`src/rtl/mcc_defs.svh`:
```
`ifndef MCC_DEFS_SVH
`define MCC_DEFS_SVH
// ------------------------------------------------------------
// Register map (word index on the plain port)
// ------------------------------------------------------------
`define MCC_A_CMD 6'h00
`define MCC_A_RES 6'h01
`define MCC_A_T1 6'h02
`define MCC_A_T2 6'h03
`define MCC_A_TI 6'h04
`define MCC_A_DACA 6'h01
`define MCC_A_AUTO 6'h08
`define MCC_A_STAT 6'h05
`define MCC_A_CLR 6'h06
`define MCC_A_OFS1 6'h26
`define MCC_A_OFS2 6'h27
// ------------------------------------------------------------
// Fields and timing
// ------------------------------------------------------------
`define MCC_TSEL_R1 1'b1
`define MCC_CMD_R1_BIT 3'd6
`define MCC_CMD_R2_BIT 3'd7
`define MCC_PERIOD_US 5000
`define MCC_CLK_MHZ 200
`define MCC_CMD_RST 8'h00
`define MCC_CMD_CONV_MASK 8'h3f
`endif

```
`src/rtl/mcc_pkg.sv`:
```
package mcc_pkg;
   typedef enum logic [1:0] {
      MCC_IDLE = 2'b00,
      MCC_CONV = 2'b01,
      MCC_TEMP = 2'b11
   } mcc_state_t;
   typedef enum logic [1:0] {
      MCC_T_LOCAL = 2'b00,
      MCC_T_REM1 = 2'b01,
      MCC_T_REM2 = 2'b10
   } mcc_tch_t;
endpackage

```
`src/rtl/mcc_integrator.sv`:
```
`timescale 1ns/1ps
`include "mcc_defs.svh"
// ------------------------------------------------------------
// Background integration sequencer
// ------------------------------------------------------------
module mcc_integrator
   import mcc_pkg::*;
#(
   parameter int unsigned SLOT_CYC = 333333
) (
   input wire logic ref_clk_i,
   input wire logic rstn_i,
   output logic done_o,
   output mcc_tch_t ch_o
);
   logic [31:0] cnt_q;
   mcc_tch_t act_q;
   always_ff @(posedge ref_clk_i) begin
      if (!rstn_i) begin
         cnt_q <= 32'h0;
         done_o <= 1'b0;
         act_q <= MCC_T_LOCAL;
         ch_o <= MCC_T_LOCAL;
      end else begin
         done_o <= 1'b0;
         if (cnt_q == SLOT_CYC - 1) begin
            cnt_q <= 32'h0;
            done_o <= 1'b1;
            // Report the channel that just finished
            ch_o <= act_q;
            act_q <= (act_q == MCC_T_REM2) ? MCC_T_LOCAL : mcc_tch_t'(act_q + 2'd1);
         end else begin
            cnt_q <= cnt_q + 32'd1;
         end
      end
   end
endmodule

```
`src/rtl/mcc_ctrl.sv`:
```
`timescale 1ns/1ps
`include "mcc_defs.svh"
module mcc_ctrl
   import mcc_pkg::*;
#(
   parameter int unsigned PERIOD_CYC = `MCC_PERIOD_US * `MCC_CLK_MHZ,
   parameter int unsigned DW = 12
) (
   input wire logic ref_clk_i,
   input wire logic rstn_i,
   input wire logic [5:0] addr_i,
   input wire logic [15:0] wdata_i,
   input wire logic wr_i,
   input wire logic rd_i,
   output logic [15:0] rdata_o,
   input wire logic autocycle_i,
   output logic adc_start_o,
   output logic adc_temp_o,
   output logic [1:0] adc_tch_o,
   input wire logic adc_done_i,
   input wire logic [DW-1:0] adc_data_i,
   input wire logic [1:0] shunt_over_i,
   input wire logic [1:0] supply_low_i,
   output logic [1:0] current_overrange_flag_o,
   output logic [4*DW-1:0] dac_tap_o
);
   // ------------------------------------------------------------
   // Integration sequencer
   // ------------------------------------------------------------
   localparam int unsigned SLOT = PERIOD_CYC / 3;
   logic int_done;
   mcc_tch_t int_ch;
   mcc_integrator #(.SLOT_CYC(SLOT)) u_int (
      .ref_clk_i(ref_clk_i),
      .rstn_i(rstn_i),
      .done_o(int_done),
      .ch_o(int_ch)
   );
   // ------------------------------------------------------------
   // Scheduler
   // ------------------------------------------------------------
   mcc_state_t state_q;
   logic [2:0] pend_q;
   logic cmd_start;
   logic [DW-1:0] tres_q [3];
   logic [DW-1:0] ofs_q [2];
   logic [7:0] cmd_q;
   logic [2:0] seq_q;
   logic [1:0] sel_q;
   logic [1:0] cur_ch;

   function automatic logic [1:0] first_pend(input logic [2:0] p);
      if (p[0]) return 2'd0;
      else if (p[1]) return 2'd1;
      else return 2'd2;
   endfunction

   // Remote-only selections start nothing
   assign cmd_start = wr_i && (addr_i == `MCC_A_CMD) &&
      ((wdata_i[7:0] & `MCC_CMD_CONV_MASK) != 8'h00);
   assign cur_ch = first_pend(pend_q);

   always_ff @(posedge ref_clk_i) begin
      if (!rstn_i) begin
         pend_q <= 3'h0;
      end else begin
         // Set wins over the serve clear
         for (int i = 0; i < 3; i++) begin
            if (int_done && int_ch == i) pend_q[i] <= 1'b1;
            else if (state_q == MCC_TEMP && adc_done_i && sel_q == i) pend_q[i] <= 1'b0;
         end
      end
   end

   always_ff @(posedge ref_clk_i) begin
      if (!rstn_i) begin
         state_q <= MCC_IDLE;
         adc_start_o <= 1'b0;
         adc_temp_o <= 1'b0;
         adc_tch_o <= 2'h0;
         sel_q <= 2'h0;
      end else begin
         adc_start_o <= 1'b0;
         case (state_q)
            MCC_IDLE: begin
               if (pend_q != 3'h0) begin
                  state_q <= MCC_TEMP;
                  adc_start_o <= 1'b1;
                  adc_temp_o <= 1'b1;
                  adc_tch_o <= cur_ch;
                  sel_q <= cur_ch;
               end else if (cmd_start || autocycle_i) begin
                  state_q <= MCC_CONV;
                  adc_start_o <= 1'b1;
                  adc_temp_o <= 1'b0;
               end
            end
            MCC_CONV: begin
               // Temperature slots in after the running conversion
               if (adc_done_i) begin
                  if (pend_q != 3'h0) begin
                     state_q <= MCC_TEMP;
                     adc_start_o <= 1'b1;
                     adc_temp_o <= 1'b1;
                     adc_tch_o <= cur_ch;
                     sel_q <= cur_ch;
                  end else begin
                     state_q <= MCC_IDLE;
                  end
               end
            end
            MCC_TEMP: begin
               if (adc_done_i) begin
                  state_q <= MCC_IDLE;
                  adc_temp_o <= 1'b0;
               end
            end
            default: state_q <= MCC_IDLE;
         endcase
      end
   end
   // ------------------------------------------------------------
   // Results, with offset correction on the remote channels only
   // ------------------------------------------------------------
   function automatic logic [DW-1:0] add_ofs(input logic [DW-1:0] v, input logic [DW-1:0] o);
      return v + o;
   endfunction

   always_ff @(posedge ref_clk_i) begin
      if (!rstn_i) begin
         for (int i = 0; i < 3; i++) tres_q[i] <= '0;
      end else if (state_q == MCC_TEMP && adc_done_i) begin
         // Whole word in one edge
         case (sel_q)
            2'd1: tres_q[1] <= add_ofs(adc_data_i, ofs_q[0]);
            2'd2: tres_q[2] <= add_ofs(adc_data_i, ofs_q[1]);
            default: tres_q[0] <= adc_data_i;
         endcase
      end
   end

   always_ff @(posedge ref_clk_i) begin
      if (!rstn_i) begin
         ofs_q[0] <= '0;
         ofs_q[1] <= '0;
      end else if (wr_i) begin
         if (addr_i == `MCC_A_OFS1) ofs_q[0] <= wdata_i[DW-1:0];
         if (addr_i == `MCC_A_OFS2) ofs_q[1] <= wdata_i[DW-1:0];
      end
   end
   // ------------------------------------------------------------
   // Command read sequence
   // ------------------------------------------------------------
   function automatic logic [2:0] next_sel(input logic [7:0] m, input logic [2:0] from);
      logic [2:0] r;
      r = from;
      for (int k = 7; k >= 0; k--) begin
         if (m[k] && k > from) r = 3'(k);
      end
      if (r == from) begin
         for (int k = 7; k >= 0; k--) begin
            if (m[k]) r = 3'(k);
         end
      end
      return r;
   endfunction

   always_ff @(posedge ref_clk_i) begin
      if (!rstn_i) begin
         cmd_q <= `MCC_CMD_RST;
         seq_q <= 3'h0;
      end else if (wr_i && addr_i == `MCC_A_CMD) begin
         cmd_q <= wdata_i[7:0];
         seq_q <= next_sel(wdata_i[7:0], 3'd7);
      end else if (rd_i && addr_i == `MCC_A_RES) begin
         seq_q <= next_sel(cmd_q, seq_q);
      end
   end
   // ------------------------------------------------------------
   // Overrange latches
   // ------------------------------------------------------------
   always_ff @(posedge ref_clk_i) begin
      if (!rstn_i) begin
         current_overrange_flag_o <= 2'h0;
      end else begin
         for (int i = 0; i < 2; i++) begin
            if (shunt_over_i[i] || supply_low_i[i])
               current_overrange_flag_o[i] <= 1'b1;
            else if (wr_i && addr_i == `MCC_A_CLR && wdata_i[i])
               current_overrange_flag_o[i] <= 1'b0;
         end
      end
   end
   // ------------------------------------------------------------
   // DAC codes and taps
   // ------------------------------------------------------------
   logic [DW-1:0] dac_q [4];
   always_ff @(posedge ref_clk_i) begin
      if (!rstn_i) begin
         for (int i = 0; i < 4; i++) dac_q[i] <= '0;
      end else if (wr_i) begin
         for (int i = 0; i < 4; i++) begin
            if (addr_i == `MCC_A_DACA + 6'(i)) dac_q[i] <= wdata_i[DW-1:0];
         end
      end
   end

   always_ff @(posedge ref_clk_i) begin
      if (!rstn_i) begin
         dac_tap_o <= {4*DW{1'b1}};
      end else begin
         for (int i = 0; i < 4; i++) dac_tap_o[i*DW +: DW] <= ~dac_q[i];
      end
   end
   // ------------------------------------------------------------
   // Read port
   // ------------------------------------------------------------
   always_ff @(posedge ref_clk_i) begin
      if (!rstn_i) begin
         rdata_o <= 16'h0;
      end else if (rd_i) begin
         case (addr_i)
            `MCC_A_RES: begin
               if (seq_q == `MCC_CMD_R1_BIT && cmd_q[seq_q]) rdata_o <= 16'(tres_q[1]);
               else if (seq_q == `MCC_CMD_R2_BIT && cmd_q[seq_q]) rdata_o <= 16'(tres_q[2]);
               else rdata_o <= 16'h0;
            end
            `MCC_A_T1: rdata_o <= 16'(tres_q[1]);
            `MCC_A_T2: rdata_o <= 16'(tres_q[2]);
            `MCC_A_TI: rdata_o <= 16'(tres_q[0]);
            `MCC_A_STAT: rdata_o <= {14'h0, current_overrange_flag_o};
            `MCC_A_OFS1: rdata_o <= 16'(ofs_q[0]);
            `MCC_A_OFS2: rdata_o <= 16'(ofs_q[1]);
            default: rdata_o <= 16'h0;
         endcase
      end else begin
         rdata_o <= 16'h0;
      end
   end
   // ------------------------------------------------------------
   // Checks
   // ------------------------------------------------------------
   a_idle_start: assert property (@(posedge ref_clk_i) disable iff (!rstn_i)
      state_q == MCC_IDLE && pend_q != 3'h0 |=> adc_start_o && adc_temp_o)
      else $error("pending temp not started from idle");
   a_one_conv: assert property (@(posedge ref_clk_i) disable iff (!rstn_i)
      adc_start_o |-> state_q != MCC_IDLE)
      else $error("start without busy state");
   a_cmd_follow: assert property (@(posedge ref_clk_i) disable iff (!rstn_i)
      state_q == MCC_CONV && adc_done_i && pend_q != 3'h0 |=> adc_start_o && adc_temp_o)
      else $error("temp not run after conversion");
   a_pend_set: assert property (@(posedge ref_clk_i) disable iff (!rstn_i)
      int_done |=> pend_q != 3'h0)
      else $error("integration request lost");
   a_over_latch: assert property (@(posedge ref_clk_i) disable iff (!rstn_i)
      current_overrange_flag_o[0] && !(wr_i && addr_i == `MCC_A_CLR)
      |=> current_overrange_flag_o[0])
      else $error("overrange dropped without clear");
   a_over_set: assert property (@(posedge ref_clk_i) disable iff (!rstn_i)
      shunt_over_i[1] || supply_low_i[1] |=> current_overrange_flag_o[1])
      else $error("overrange not raised");
   a_dac_inv: assert property (@(posedge ref_clk_i) disable iff (!rstn_i)
      wr_i && addr_i == `MCC_A_DACA |=> ##1 dac_tap_o[DW-1:0] == ~$past(wdata_i[DW-1:0], 2))
      else $error("dac tap not inverted code");
   a_res_upd: assert property (@(posedge ref_clk_i) disable iff (!rstn_i)
      state_q == MCC_TEMP && adc_done_i && sel_q == 2'd1
      |=> tres_q[1] == $past(adc_data_i) + $past(ofs_q[0]))
      else $error("remote result not offset");
   a_remote_noconv: assert property (@(posedge ref_clk_i) disable iff (!rstn_i)
      wr_i && addr_i == `MCC_A_CMD && (wdata_i[7:0] & `MCC_CMD_CONV_MASK) == 8'h00
      && state_q == MCC_IDLE && pend_q == 3'h0 && !autocycle_i |=> !adc_start_o)
      else $error("remote selection started a conversion");
   a_seq_sel: assert property (@(posedge ref_clk_i) disable iff (!rstn_i)
      wr_i && addr_i == `MCC_A_CMD && wdata_i[7:0] != `MCC_CMD_RST |=> cmd_q[seq_q])
      else $error("sequence points at unselected channel");
   a_res_hold: assert property (@(posedge ref_clk_i) disable iff (!rstn_i)
      !(state_q == MCC_TEMP && adc_done_i) |=> $stable(tres_q[2]))
      else $error("result changed without conversion");
   a_dac_last: assert property (@(posedge ref_clk_i) disable iff (!rstn_i)
      wr_i && addr_i == `MCC_A_DACA + 6'h03
      |=> ##1 dac_tap_o[4*DW-1:3*DW] == ~$past(wdata_i[DW-1:0], 2))
      else $error("last dac tap not inverted code");
   a_flag_clear: assert property (@(posedge ref_clk_i) disable iff (!rstn_i)
      wr_i && addr_i == `MCC_A_CLR && wdata_i[1] && !shunt_over_i[1] && !supply_low_i[1]
      |=> !current_overrange_flag_o[1])
      else $error("overrange latch not cleared");
endmodule

```
`config.mk`:
```
export PLATFORM = sky130hd
export DESIGN_NAME = mcc_ctrl
export DESIGN_NICKNAME = d
export VERILOG_FILES = /design/src/rtl/mcc_pkg.sv /design/src/rtl/mcc_integrator.sv /design/src/rtl/mcc_ctrl.sv
export VERILOG_INCLUDE_DIRS = /design/src /design/src/rtl
export SDC_FILE = /design/constraint.sdc
export NUM_CORES = 1
export LEC_CHECK = 0
export BUFFER_PORTS_ARGS = -buffer_cell sky130_fd_sc_hd__buf_2
export CAP_MARGIN = 20
export CORE_ASPECT_RATIO = 1.1
export CORE_UTILIZATION = 45
export CTS_CLUSTER_SIZE = 28
export DETAILED_ROUTE_END_ITERATION = 10
export MAX_ROUTING_LAYER = met4
export PLACE_DENSITY = 0.61
export SYNTH_ARGS = -nofsm -noshare
export SYNTH_HDL_FRONTEND = slang
export SYNTH_SLANG_ARGS = --single-unit
```
`constraint.sdc`:
```
create_clock -name ref_clk_i -period 3.7 [get_ports ref_clk_i]
set_clock_uncertainty 0.15 [all_clocks]
set_input_delay 0.37 -clock ref_clk_i [delete_from_list [all_inputs] [get_ports ref_clk_i]]
set_output_delay 0.37 -clock ref_clk_i [all_outputs]
set_load 0.02 [all_outputs]
```
Word-level counts from Yosys, hierarchy flattened
Memory sizes are Yosys's and may differ from the RTL's.
Index checks and enable logic that the tools add are counted.
W data, S select, Z words.

cells by class
  bitwise logic cells = 14
  eq/ne operators = 23
  add/subtract/negate cells = 4
  order comparisons = 8
  reductions and logical operators = 45
  multiplexer cells = 116

operators by type and width
  operator                 count
  $mux W12                 11
  $pmux W16 S7             1
  $mux W3                  27
  $mux W1                  59
  $not A12 Y12             4
  $add A32 B1 Y32 const B  1
  $eq A32 B19 Y1 const B   1
  $add A12 B12 Y12         2
  $mux W2                  12
  $logic_and A1 B1 Y1      22
  $eq A6 B3 Y1 const B     3
  $reduce_bool A2 Y1       7
  $eq A6 B2 Y1 const B     2
  $eq A6 B6 Y1 const B     2
  $gt A3 B3 Y1 const A     4
  $or A1 B1 Y1             9
  $eq A2 B2 Y1 const B     4
  $pmux W2 S2              2
  $reduce_bool A8 Y1       1
  $eq A2 B1 Y1 const B     3
  $eq A3 B3 Y1 const B     2
  $eq A6 B1 Y1 const B     1
  $gt A2 B3 Y1 const A     2
  $logic_not A2 Y1         3
  18 further kinds         25

storage, ports and cells
  register bits after elaboration = 125
  RAM bits = 108
  logic and storage cells = 231
  input port bits = 44
  memories = 3
  output and inout bits = 70

memory list
  memory  words  bits a word  read ports  clocked after Yosys merged registers in  wr ports  line             RTL
  dac_q   4      12           4           0                                        4         mcc_ctrl.sv:197  logic [DW-1:0] dac_q [4];
  tres_q  3      12           3           0                                        3         mcc_ctrl.sv:45   logic [DW-1:0] tres_q [3];
  ofs_q   2      12           2           0                                        2         mcc_ctrl.sv:46   logic [DW-1:0] ofs_q [2];

Depth between registers and ports, before layout
Gate-level depths: netlist of run 1.

  word-level depth = 23
  gate-level depth with buffers = 9
  mapped depth without buffers = 9

By module
Synthesis of run 1 repeated with hierarchy kept, for this count alone.

unflattened totals
  cells, all modules = 979
  area, all modules = 10193.5 um^2

modules (own cells, without submodules)
  module          cells each  sequential area each (um^2)  times used  area each (um^2)
  mcc_ctrl        766         4884.7                       1           8383.0
  mcc_integrator  213         740.7                        1           1810.5

Worst setup path after synthesis of run 1
OpenSTA, ideal clock, no wires.

  kind = reg-to-reg
  start = register, netlist name adc_tch_o[0]
  end = memory tres_q[0][0] (enable)
  cell stages (with the launch flop) = 4
  data arrival time = 1.756 ns
  setup time = 0.398 ns
  clock period less this slack = 2.304 ns
  path buffers = 0
  slack = 1.396 ns
  data required time = 3.152 ns
  cell sequence = dfxtp_1 inv_1 ha_1 o21ai_0

RTL lines
  item           line
  end, declared  mcc_ctrl.sv:45

==> results of run 1 <==
[cells in the final DEF, fill, tap and decap left out, types with 7 or more instances in the layout]
cell type / netlist / layout
or3_1: 8 / 8
xnor2_1: 21 / 21
nor2_1: 75 / 75
inv_1: 27 / 27
buf_4: 5 / 10
dfxtp_1: 119 / 119
nand4_1: 7 / 7
nor3_1: 26 / 26
nand2b_1: 13 / 13
edfxtp_1: 108 / 108
nor2b_1: 27 / 27
o21ai_0: 27 / 23
nor4_1: 8 / 8
and3_1: 23 / 23
a21oi_1: 35 / 35
clkbuf_16: 0 / 24
xor2_1: 15 / 15
a222oi_1: 12 / 12
ha_1: 27 / 27
a22oi_1: 11 / 11
nand3_1: 19 / 19
buf_2: 7 / 105
a21o_1: 7 / 7
nand2_1: 92 / 92
mux2i_1: 15 / 15
and2_1: 65 / 65
[tightest hold or removal path: cells and delay by family]
kind,cells,cell delay [ns]
buffers and inverters,1,0.12
AND/OR/NAND/NOR,1,0.12
AO/OA/AOI/OAI,1,0.07
[through the flow]
stage / hold slack (ns) / util (%) / instances
final: 0.0563 / 53.4 / 1340
after global routing: 0.0640 / 53.4 / 1340
after CTS: 0.0414 / 53.3 / 1335
after detailed placement: 0.241 / 49.7 / 1287
after global placement: 0.240 / 49.7 / 1287
after floorplan: 0.237 / - / 931
[routing by layer]
| layer | GRT usage (%) | up-vias |
|---|---|---|
| met5 | - | - |
| met3 | 2.80 | 41 |
| met1 | 28.7 | 3324 |
| met2 | 35.6 | 175 |
| li1 | - | 3510 |
| met4 | 6.74 | 0 |
[final timing paths]
check             depth (start not counted)       endpoint  slack [ns]         start
setup / recovery                          9  tres_q[0][32]        0.91  ofs_q[0][12]
hold / removal                            3     state_q[0]        0.06    adc_done_i
setup reg to reg                          9  tres_q[0][32]        0.91  ofs_q[0][12]
hold reg to reg                           1  dac_tap_o[30]        0.25   dac_q[2][6]
[cells by family after synthesis]
logic type / Yosys count / synth area share (%)
compound gates: 152 / 10.7
xor+xnor: 36 / 3.16
fa+ha+maj: 29 / 3.78
buf+inv: 74 / 3.44
flops: 227 / 56.3
mux: 15 / 1.50
other cells: 1 / 0.0375
simple gates: 394 / 21.1
[power breakdown]
part | internal [uW] | switching [uW]
clock network | 1250 | 989
logic | 150 | 270
registers | 2720 | 37.8
total | 4110 | 1300
[flip-flops by register name (all words and copies together) (netlist names), 2 cells and up]
register	cells
u_int.ch_o	2
u_int.cnt_q	32
dac_q	48
ofs_q	24
state_q	2
adc_tch_o	2
dac_tap_o	48
seq_q	3
current_overrange_flag_o	2
rdata_o	12
tres_q	36
u_int.act_q	2
cmd_q	8
pend_q	3
[cell type report]
cell class / instances / area, um^2 / area share [%]
sequential: 227 / 5630 / 48.8
multi-input combinational: 630 / 4030 / 35.0
timing repair buffer: 120 / 661 / 5.73
clock buffer: 31 / 647 / 5.61
tap: 290 / 363 / 3.15
inverter: 27 / 101 / 0.879
clock inverter: 13 / 87.6 / 0.760
antenna: 2 / 5.00 / 0.0434
==> results.py, run 1 <==
metrics = {
    "outcome": {
        "status": "finished clean",
    },
    "route": {
        "drc": 0,
        "wl_met1_mm": 10.7,
        "wl_met2_mm": 11.3,
        "top_layer": "met4",
        "vias": 7050,
        "routed_wl_mm": 23.6,
        "first_pass_iters": 5,
        "avgViaCountPerCell": 5.26,
        "met3_length_mm": 1.06,
        "routedWlPerCell_um": 17.6,
        "drt_iter0_markers": 509,
        "ant_nets": 0,
    },
    "clocking": {
        "post_cts_buffers": 0,
        "clockBufferDepth": 3,
        "cts_tree": "yes",
        "cts.sinks": 227,
        "hold_buffers": 4,
        "cts_resized": 0,
        "cts_made_buffers": 24,
        "root_buffer": "clkbuf_16",
        "insertion_delay_ns": 0.52,
        "cts_max_level": 1,
        "clk_pin_slew_worst_paths_ns": 0.06,
    },
    "worst_setup_path": {
        "path_buf_inv": 1,
        "crit_type": "reg2reg",
        "worstPathMaxFanout": 3,
        "cpMostUsedCell": "a21boi_0",
        "cp.required_ns": 3.81,
        "max_stage_delay_ns": 0.55,
        "crit_family": "compound AO/OA/AOI/OAI gates",
        "path_cells": "ha_1 > inv_1 > fa_1 > nor2b_1 > o21ai_0 > a21boi_0 > o31ai_1 > a21boi_0 > mux2i_1",
        "crit_arrival_ns": 2.89,
        "endpoint_kind": "register",
        "worst_path_max_delay_cell": "o31ai_1",
        "setup.worst_path.start_class": "register",
    },
    "place": {
        "numPortBuffers": 105,
        "gp_congestion": 0.942,
        "post-place-ws_ns": 0.933,
        "dp_hpwl_mm": 16.1,
        "placed_area_um2": 10700,
    },
    "global_routing": {
        "grt_pass1_vias": 6783,
        "overflow": 0,
        "grt_start_max_net_pins": 66,
        "grt_usage_pct": 22.0,
        "grt_antenna_before_repair": 3,
        "grt_pass1_wl_mm": 37.1,
    },
    "logic_synthesis": {
        "yosys.cell_types.count": 72,
        "yosysWarnings": 0,
        "async_flop_share_pct": 0,
        "synth_ff_type": "dfxtp_1",
        "synth_edf_count": 108,
        "netlist.area_leader.share_pct": 32.5,
        "synth.area.top_cells": "edfxtp_1, dfxtp_1, and2_1, nand2_1, ha_1",
        "synth-seq-area-share_pct": 56.3,
        "synthTopCellsByCount": "dfxtp_1, edfxtp_1, nand2_1",
        "synth.largest_area_cell": "edfxtp_1",
        "syn_area_um2": 9990,
        "synth_most_common_cell": "dfxtp_1",
        "ys_ff_latch": 227,
        "synthesis.instances": 928,
        "syn_avg_cell_area_um2": 10.8,
    },
    "floorplan": {
        "rows": 56,
        "die_height_um": 158,
        "start_util_pct": 46.3,
        "die_w_um": 144,
        "coreArea_um2": 21600,
        "io_pins": 114,
        "floorplan.die_area_um2": 22800,
    },
    "run": {
        "drv_cap": 0,
    },
    "timing": {
        "fmax_mhz": 359,
        "fin_ws_ns": 0.915,
        "finalSetupViolCount": 0,
        "fin_crit_ns": 2.79,
        "worst_pin_slew_ns": 0.730,
        "slew_headroom_pct": 51.2,
        "slew_violations": 0,
        "hold_viol_final": 0,
        "setup_tns_ns": 0,
        "min_period_over_period_pct": 75.3,
        "rsz0062_at_grt": "false",
    },
    "power_and_ir_drop": {
        "irDropWorstVdd_uv": 254,
        "power_density_nw_per_um2": 469,
        "leakage_uw": 0.00450,
        "p_total_uw": 5410,
    },
    "cells_and_area": {
        "stdcell_area_um2": 11500,
        "areaGrowthSynthToFinish_pct": 15.3,
        "drive_above_1_share_pct": 16.2,
        "nets": 1103,
        "n_fill_cell": 1955,
    },
    "worst_hold_path": {
        "hold_path_class": "in2reg",
    },
}
Power figures use the tool's default switching activity.
==> run 2: changes to the inputs <==
Settings changed: PLACE_DENSITY 0.61 to 0.64.
Clock period 3.7 ns to 2.4 ns, I/O delays scaled along.
==> run 2 against run 1 <==
Net effect:
- critical path depth fell by 2
- largest cell class unchanged
- sequential power grew 54%
- critical endpoint is now tres_q[0][23]
- register-to-register slack got worse by 0.86 ns
- power increased by 61%
- die area stayed put
- non-clock buffer count is 52 higher
==> results.py, run 2 (synthesis results as in run 1) <==
metrics = {
    "outcome": {
        "status": "finished clean",
    },
    "timing": {
        "slew_violations": 0,
        "min_period_over_period_pct": 97.6,
        "rsz0062_at_grt": "true",
        "worst_pin_slew_ns": 0.580,
        "fmax_mhz": 427,
        "fin_crit_ns": 2.34,
        "hold_ws_ns": 0.0198,
        "finalSetupViolCount": 0,
        "hold_viol_final": 0,
        "slew_headroom_pct": 61.0,
    },
    "route": {
        "ant_nets": 0,
        "drt_iter0_markers": 555,
        "vias": 7402,
        "routedWlPerCell_um": 17.8,
        "routed_wl_mm": 24.7,
        "avgViaCountPerCell": 5.32,
        "first_pass_iters": 6,
        "drc": 0,
    },
    "worst_setup_path": {
        "max_stage_delay_ns": 0.40,
        "worst_path_max_delay_cell": "edfxtp_1",
        "r2r-end": "tres_q[0][23]",
        "endpoint_kind": "register",
        "cp.required_ns": 2.62,
        "r2r_setup_slack_ns": 0.06,
        "setup.worst_path.start_class": "register",
        "r2r.worst_path.cells": 7,
        "worstPathMaxFanout": 2,
        "path_cells": "ha_1 > a211oi_2 > nor3_1 > o311ai_2 > a211oi_1 > or3_1 > a21oi_1",
        "crit_start": "ofs_q[0][1]",
        "crit_arrival_ns": 2.56,
        "worst_r2r_startpoint": "ofs_q[0][1]",
        "crit_type": "reg2reg",
    },
    "worst_hold_path": {
        "holdPathEnd": "cmd_q[6]",
        "hold_path_class": "in2reg",
        "hold_path_depth": 3,
        "hp-start": "wdata_i[6]",
    },
    "clocking": {
        "cts_made_buffers": 24,
        "clockBufferDepth": 3,
        "cts_max_level": 1,
        "cts_tree": "yes",
        "cts.sinks": 227,
        "clk_pin_slew_worst_paths_ns": 0.06,
        "root_buffer": "clkbuf_16",
        "insertion_delay_ns": 0.52,
    },
    "global_routing": {
        "grt_antenna_before_repair": 1,
        "grt_pass1_vias": 7042,
        "grt_start_max_net_pins": 54,
        "overflow": 0,
        "grt_pass1_wl_mm": 38.4,
        "grt_usage_pct": 22.7,
    },
    "place": {
        "dp_hpwl_mm": 17.0,
        "place_inst": 1324,
        "gp_congestion": 0.877,
        "numPortBuffers": 105,
    },
    "floorplan": {
        "start_util_pct": 46.3,
        "die_height_um": 158,
        "io_pins": 114,
        "rows": 56,
        "die_w_um": 144,
        "coreArea_um2": 21600,
        "floorplan.die_area_um2": 22800,
    },
    "power_and_ir_drop": {
        "p_total_uw": 8720,
        "p_clk_share_pct": 42.9,
        "seq_power_share_pct": 48.6,
        "intPower_uw": 6720,
        "swShare_pct": 22.9,
        "leakage_uw": 0.00480,
        "p_comb_share_pct": 8.5,
        "irDropWorstVdd_uv": 593,
        "power_density_nw_per_um2": 718,
        "switching_power_uw": 2000,
    },
    "cells_and_area": {
        "n_fill_cell": 1922,
        "drive_above_1_share_pct": 20.0,
        "largest_registers": "dac_q: 48 flops, dac_tap_o: 48 flops, tres_q: 36 flops",
        "layout.cells.most_common_list": "dfxtp_1, edfxtp_1, buf_2, nand2_1, nor2_1",
        "finalNonFillerCells": 1391,
        "areaGrowthSynthToFinish_pct": 21.6,
        "final_common_cell": "dfxtp_1",
        "nets": 1155,
    },
    "run": {
        "drv_cap": 0,
    },
}
[run 2: how the worst max path moves through the flow]
stage | endpoint | slack (ns) | cells after the start
after floorplan | tres_q[0][0] | 0.1 | 3
after global placement | tres_q[0][32] | -0.09 | 10
after detailed placement | tres_q[0][32] | -0.22 | 9
after CTS | tres_q[0][23] | 0.001 | 7
after global routing | tres_q[0][23] | -0.02 | 7
final | tres_q[0][23] | 0.06 | 7
[run 2: power groups by stage]
stage,logic [uW],registers [uW],clock network [uW]
2_1_floorplan,360,4370,0
3_3_place_gp,667,4320,0
3_5_place_dp,677,4330,0
4_1_cts,713,4240,3820
5_1_grt,808,4260,3990
6_report,737,4240,3740
[run 2: timing repair]
item	4_1_cts	5_1_grt
hold endpoints to repair	37	0
setup buffers	0	0
gates resized for setup	5	17
endpoints found under the setup margin	6	7
pin swaps	0	6
hold buffers	22	0
[run 2: worst max-delay path, delay by kind of cell, from the launching register on]
family | cells | cell delay, ns
AOI/OAI and AO/OA | 4 | 0.81
DFF | 1 | 0.40
adders and majority gates | 1 | 0.32
and+or+nand+nor | 2 | 0.52
[run 2: through the flow]
stage,util [%],cell area (um^2),setup slack [ns],TNS [ns]
after floorplan,-,10000,0.0961,0
after global placement,51.1,11000,-0.0928,-0.134
after detailed placement,51.1,11000,-0.216,-0.517
after CTS,55.9,12100,0.00143,0
after global routing,56.3,12100,-0.0236,-0.0236
final,56.3,12100,0.0582,0
[run 2: area by class of cell]
type / count / area, um^2 / area share [%]
Clock inverter: 10 / 115 / 0.947
Antenna cell: 1 / 2.50 / 0.0206
Tap cell: 290 / 363 / 2.99
Multi-Input combinational cell: 630 / 4120 / 33.9
Clock buffer: 34 / 698 / 5.75
Timing Repair Buffer: 172 / 1120 / 9.23
Inverter: 27 / 101 / 0.834
Sequential cell: 227 / 5630 / 46.3
[run 2: metal layers]
metal | global-route usage, % | share of wire [%] | vias to the layer above
li1 | - | - | 3619
met3 | 3.19 | 5.1 | 37
met2 | 36.6 | 49 | 197
met1 | 29.9 | 44 | 3549
met4 | 6.28 | 1.9 | 0
met5 | - | 0 | -
==> run 3: changes to the inputs <==
Settings changed: CORE_MARGIN set to 1.5.
==> run 3 against run 2 <==
Net effect:
- clock power is 6.1% lower
- sequential power hardly changed
- first-iteration DRC count is 7.2% lower
- critical endpoint is now tres_q[0][35]
- largest cell class unchanged
==> results.py, run 3 (synthesis results as in run 1) <==
metrics = {
    "clocking": {
        "root_buffer": "clkbuf_16",
        "insertion_delay_ns": 0.53,
        "cts_max_level": 1,
        "cts_made_buffers": 24,
        "clockBufferDepth": 3,
        "clk_pin_slew_worst_paths_ns": 0.07,
        "cts_tree": "yes",
        "cts.sinks": 227,
    },
    "place": {
        "place_inst": 1325,
        "numPortBuffers": 105,
        "dp_hpwl_mm": 16.2,
        "placed_area_um2": 11000,
        "gp_congestion": 0.866,
    },
    "power_and_ir_drop": {
        "swShare_pct": 23.5,
        "intPower_uw": 6500,
        "seq_power_share_pct": 50.0,
        "power_density_nw_per_um2": 702,
        "p_comb_share_pct": 8.7,
        "switching_power_uw": 1990,
        "irDropWorstVdd_uv": 430,
        "leakage_uw": 0.00477,
        "p_clk_share_pct": 41.3,
    },
    "timing": {
        "fin_crit_ns": 2.32,
        "worst_pin_slew_ns": 0.670,
        "min_period_over_period_pct": 96.8,
        "setup_tns_ns": 0,
        "slew_headroom_pct": 55.2,
        "slew_violations": 0,
        "finalSetupViolCount": 0,
        "fmax_mhz": 431,
        "hold_viol_final": 0,
        "hold_ws_ns": 0.0352,
    },
    "worst_setup_path": {
        "r2r_setup_slack_ns": 0.08,
        "path_cells": "ha_1 > a21o_1 > a21oi_1 > o32a_1 > a221o_1 > xnor2_1 > nor2_1",
        "endpoint_kind": "register",
        "r2r.worst_path.cells": 7,
        "worstPathMaxFanout": 3,
        "max_stage_delay_ns": 0.43,
        "cp.required_ns": 2.50,
        "worst_path_max_delay_cell": "edfxtp_1",
        "r2r-end": "tres_q[0][35]",
        "crit_arrival_ns": 2.43,
        "worst_r2r_startpoint": "ofs_q[0][13]",
        "setup.worst_path.start_class": "register",
        "crit_family": "compound AO/OA/AOI/OAI gates",
        "path_buf_inv": 0,
        "crit_type": "reg2reg",
    },
    "global_routing": {
        "grt_usage_pct": 20.9,
        "grt_start_max_net_pins": 54,
        "overflow": 0,
        "grt_antenna_before_repair": 0,
        "grt_pass1_vias": 7053,
        "grt_pass1_wl_mm": 37.5,
    },
    "floorplan": {
        "io_pins": 114,
        "floorplan.die_area_um2": 23100,
        "start_util_pct": 45.5,
        "coreArea_um2": 22000,
        "die_w_um": 145,
        "die_height_um": 159,
        "rows": 57,
    },
    "run": {
        "drv_cap": 0,
    },
    "cells_and_area": {
        "antennaDiodeCount": 0,
        "largest_registers": "dac_q: 48 flops, dac_tap_o: 48 flops, tres_q: 36 flops",
        "areaGrowthSynthToFinish_pct": 21.2,
        "layout.cells.most_common_list": "dfxtp_1, edfxtp_1, buf_2, nand2_1, nor2_1",
        "stdcell_area_um2": 12100,
        "nets": 1158,
        "drive_above_1_share_pct": 19.2,
        "finalNonFillerCells": 1398,
        "final_common_cell": "dfxtp_1",
        "n_fill_cell": 1989,
    },
    "route": {
        "ant_nets": 0,
        "avgViaCountPerCell": 5.20,
        "routed_wl_mm": 23.5,
        "vias": 7271,
        "drc": 0,
        "routedWlPerCell_um": 16.8,
        "first_pass_iters": 6,
        "drt_iter0_markers": 515,
    },
    "worst_hold_path": {
        "hold_path_class": "in2reg",
        "holdPathEnd": "seq_q[1]",
        "hp-start": "rd_i",
        "hold_path_depth": 3,
    },
    "outcome": {
        "status": "finished clean",
    },
}
run 3: cell type report:
class | count | area, um^2 | area share, %
inverters | 27 | 101 | 0.837
repair buffers | 175 | 1140 | 9.39
flip-flops and latches | 227 | 5630 | 46.5
clock inverters | 12 | 93.8 | 0.775
multi-input cells | 630 | 4130 | 34.1
clock buffers | 32 | 651 | 5.37
well taps | 295 | 369 | 3.05
run 3: power groups by stage:
stage	Clock [uW]	Combinational, uW	Sequential (uW)
2_1_floorplan	0	360	4370
3_3_place_gp	0	663	4330
3_5_place_dp	0	665	4330
5_1_grt	3750	806	4260
4_1_cts	3600	707	4250
6_report	3510	741	4250
run 3: routing by layer:
layer,routed length [um],track usage [%],vias to the layer above
met1,10400,26.6,3430
met5,0,-,-
li1,-,-,3617
met2,11600,35.1,179
met3,940,2.35,45
met4,665,6.45,0
run 3: what timing repair did:
action	in CTS	in global routing
endpoints found under the setup margin	3	9
resized for setup	3	21
hold endpoints to repair	57	0
pin swaps	0	12
buffers inserted	0	1
cloned	0	0
hold buffers	28	0
run 3: through the flow:
stage	setup WS, ns	power (uW)	utilization [%]
global route	-0.000838	8810	55.1
floorplan	0.0961	4730	-
CTS	0.00334	8550	54.7
detailed placement	-0.0952	4990	50.0
global placement	-0.0788	4990	50.0
finish	0.0773	8490	55.1
run 3: worst min-delay path, stage by stage:
cell and delay, ns:
buf_2 0.12, nand3_1 0.14, a32o_1 0.18
run 3: worst max path at each step:
| stage | start | to | slack (ns) | cells after the start |
|---|---|---|---|---|
| CTS | ofs_q[0][0] | tres_q[0][20] | 0.003 | 9 |
| global placement | ofs_q[0][12] | tres_q[0][32] | -0.08 | 9 |
| global route | ofs_q[0][12] | tres_q[0][32] | -0.0008 | 9 |
| detailed placement | ofs_q[0][12] | tres_q[0][32] | -0.1 | 9 |
| finish | ofs_q[0][13] | tres_q[0][35] | 0.08 | 7 |
| floorplan | adc_tch_o[0] | tres_q[0][0] | 0.1 | 3 |
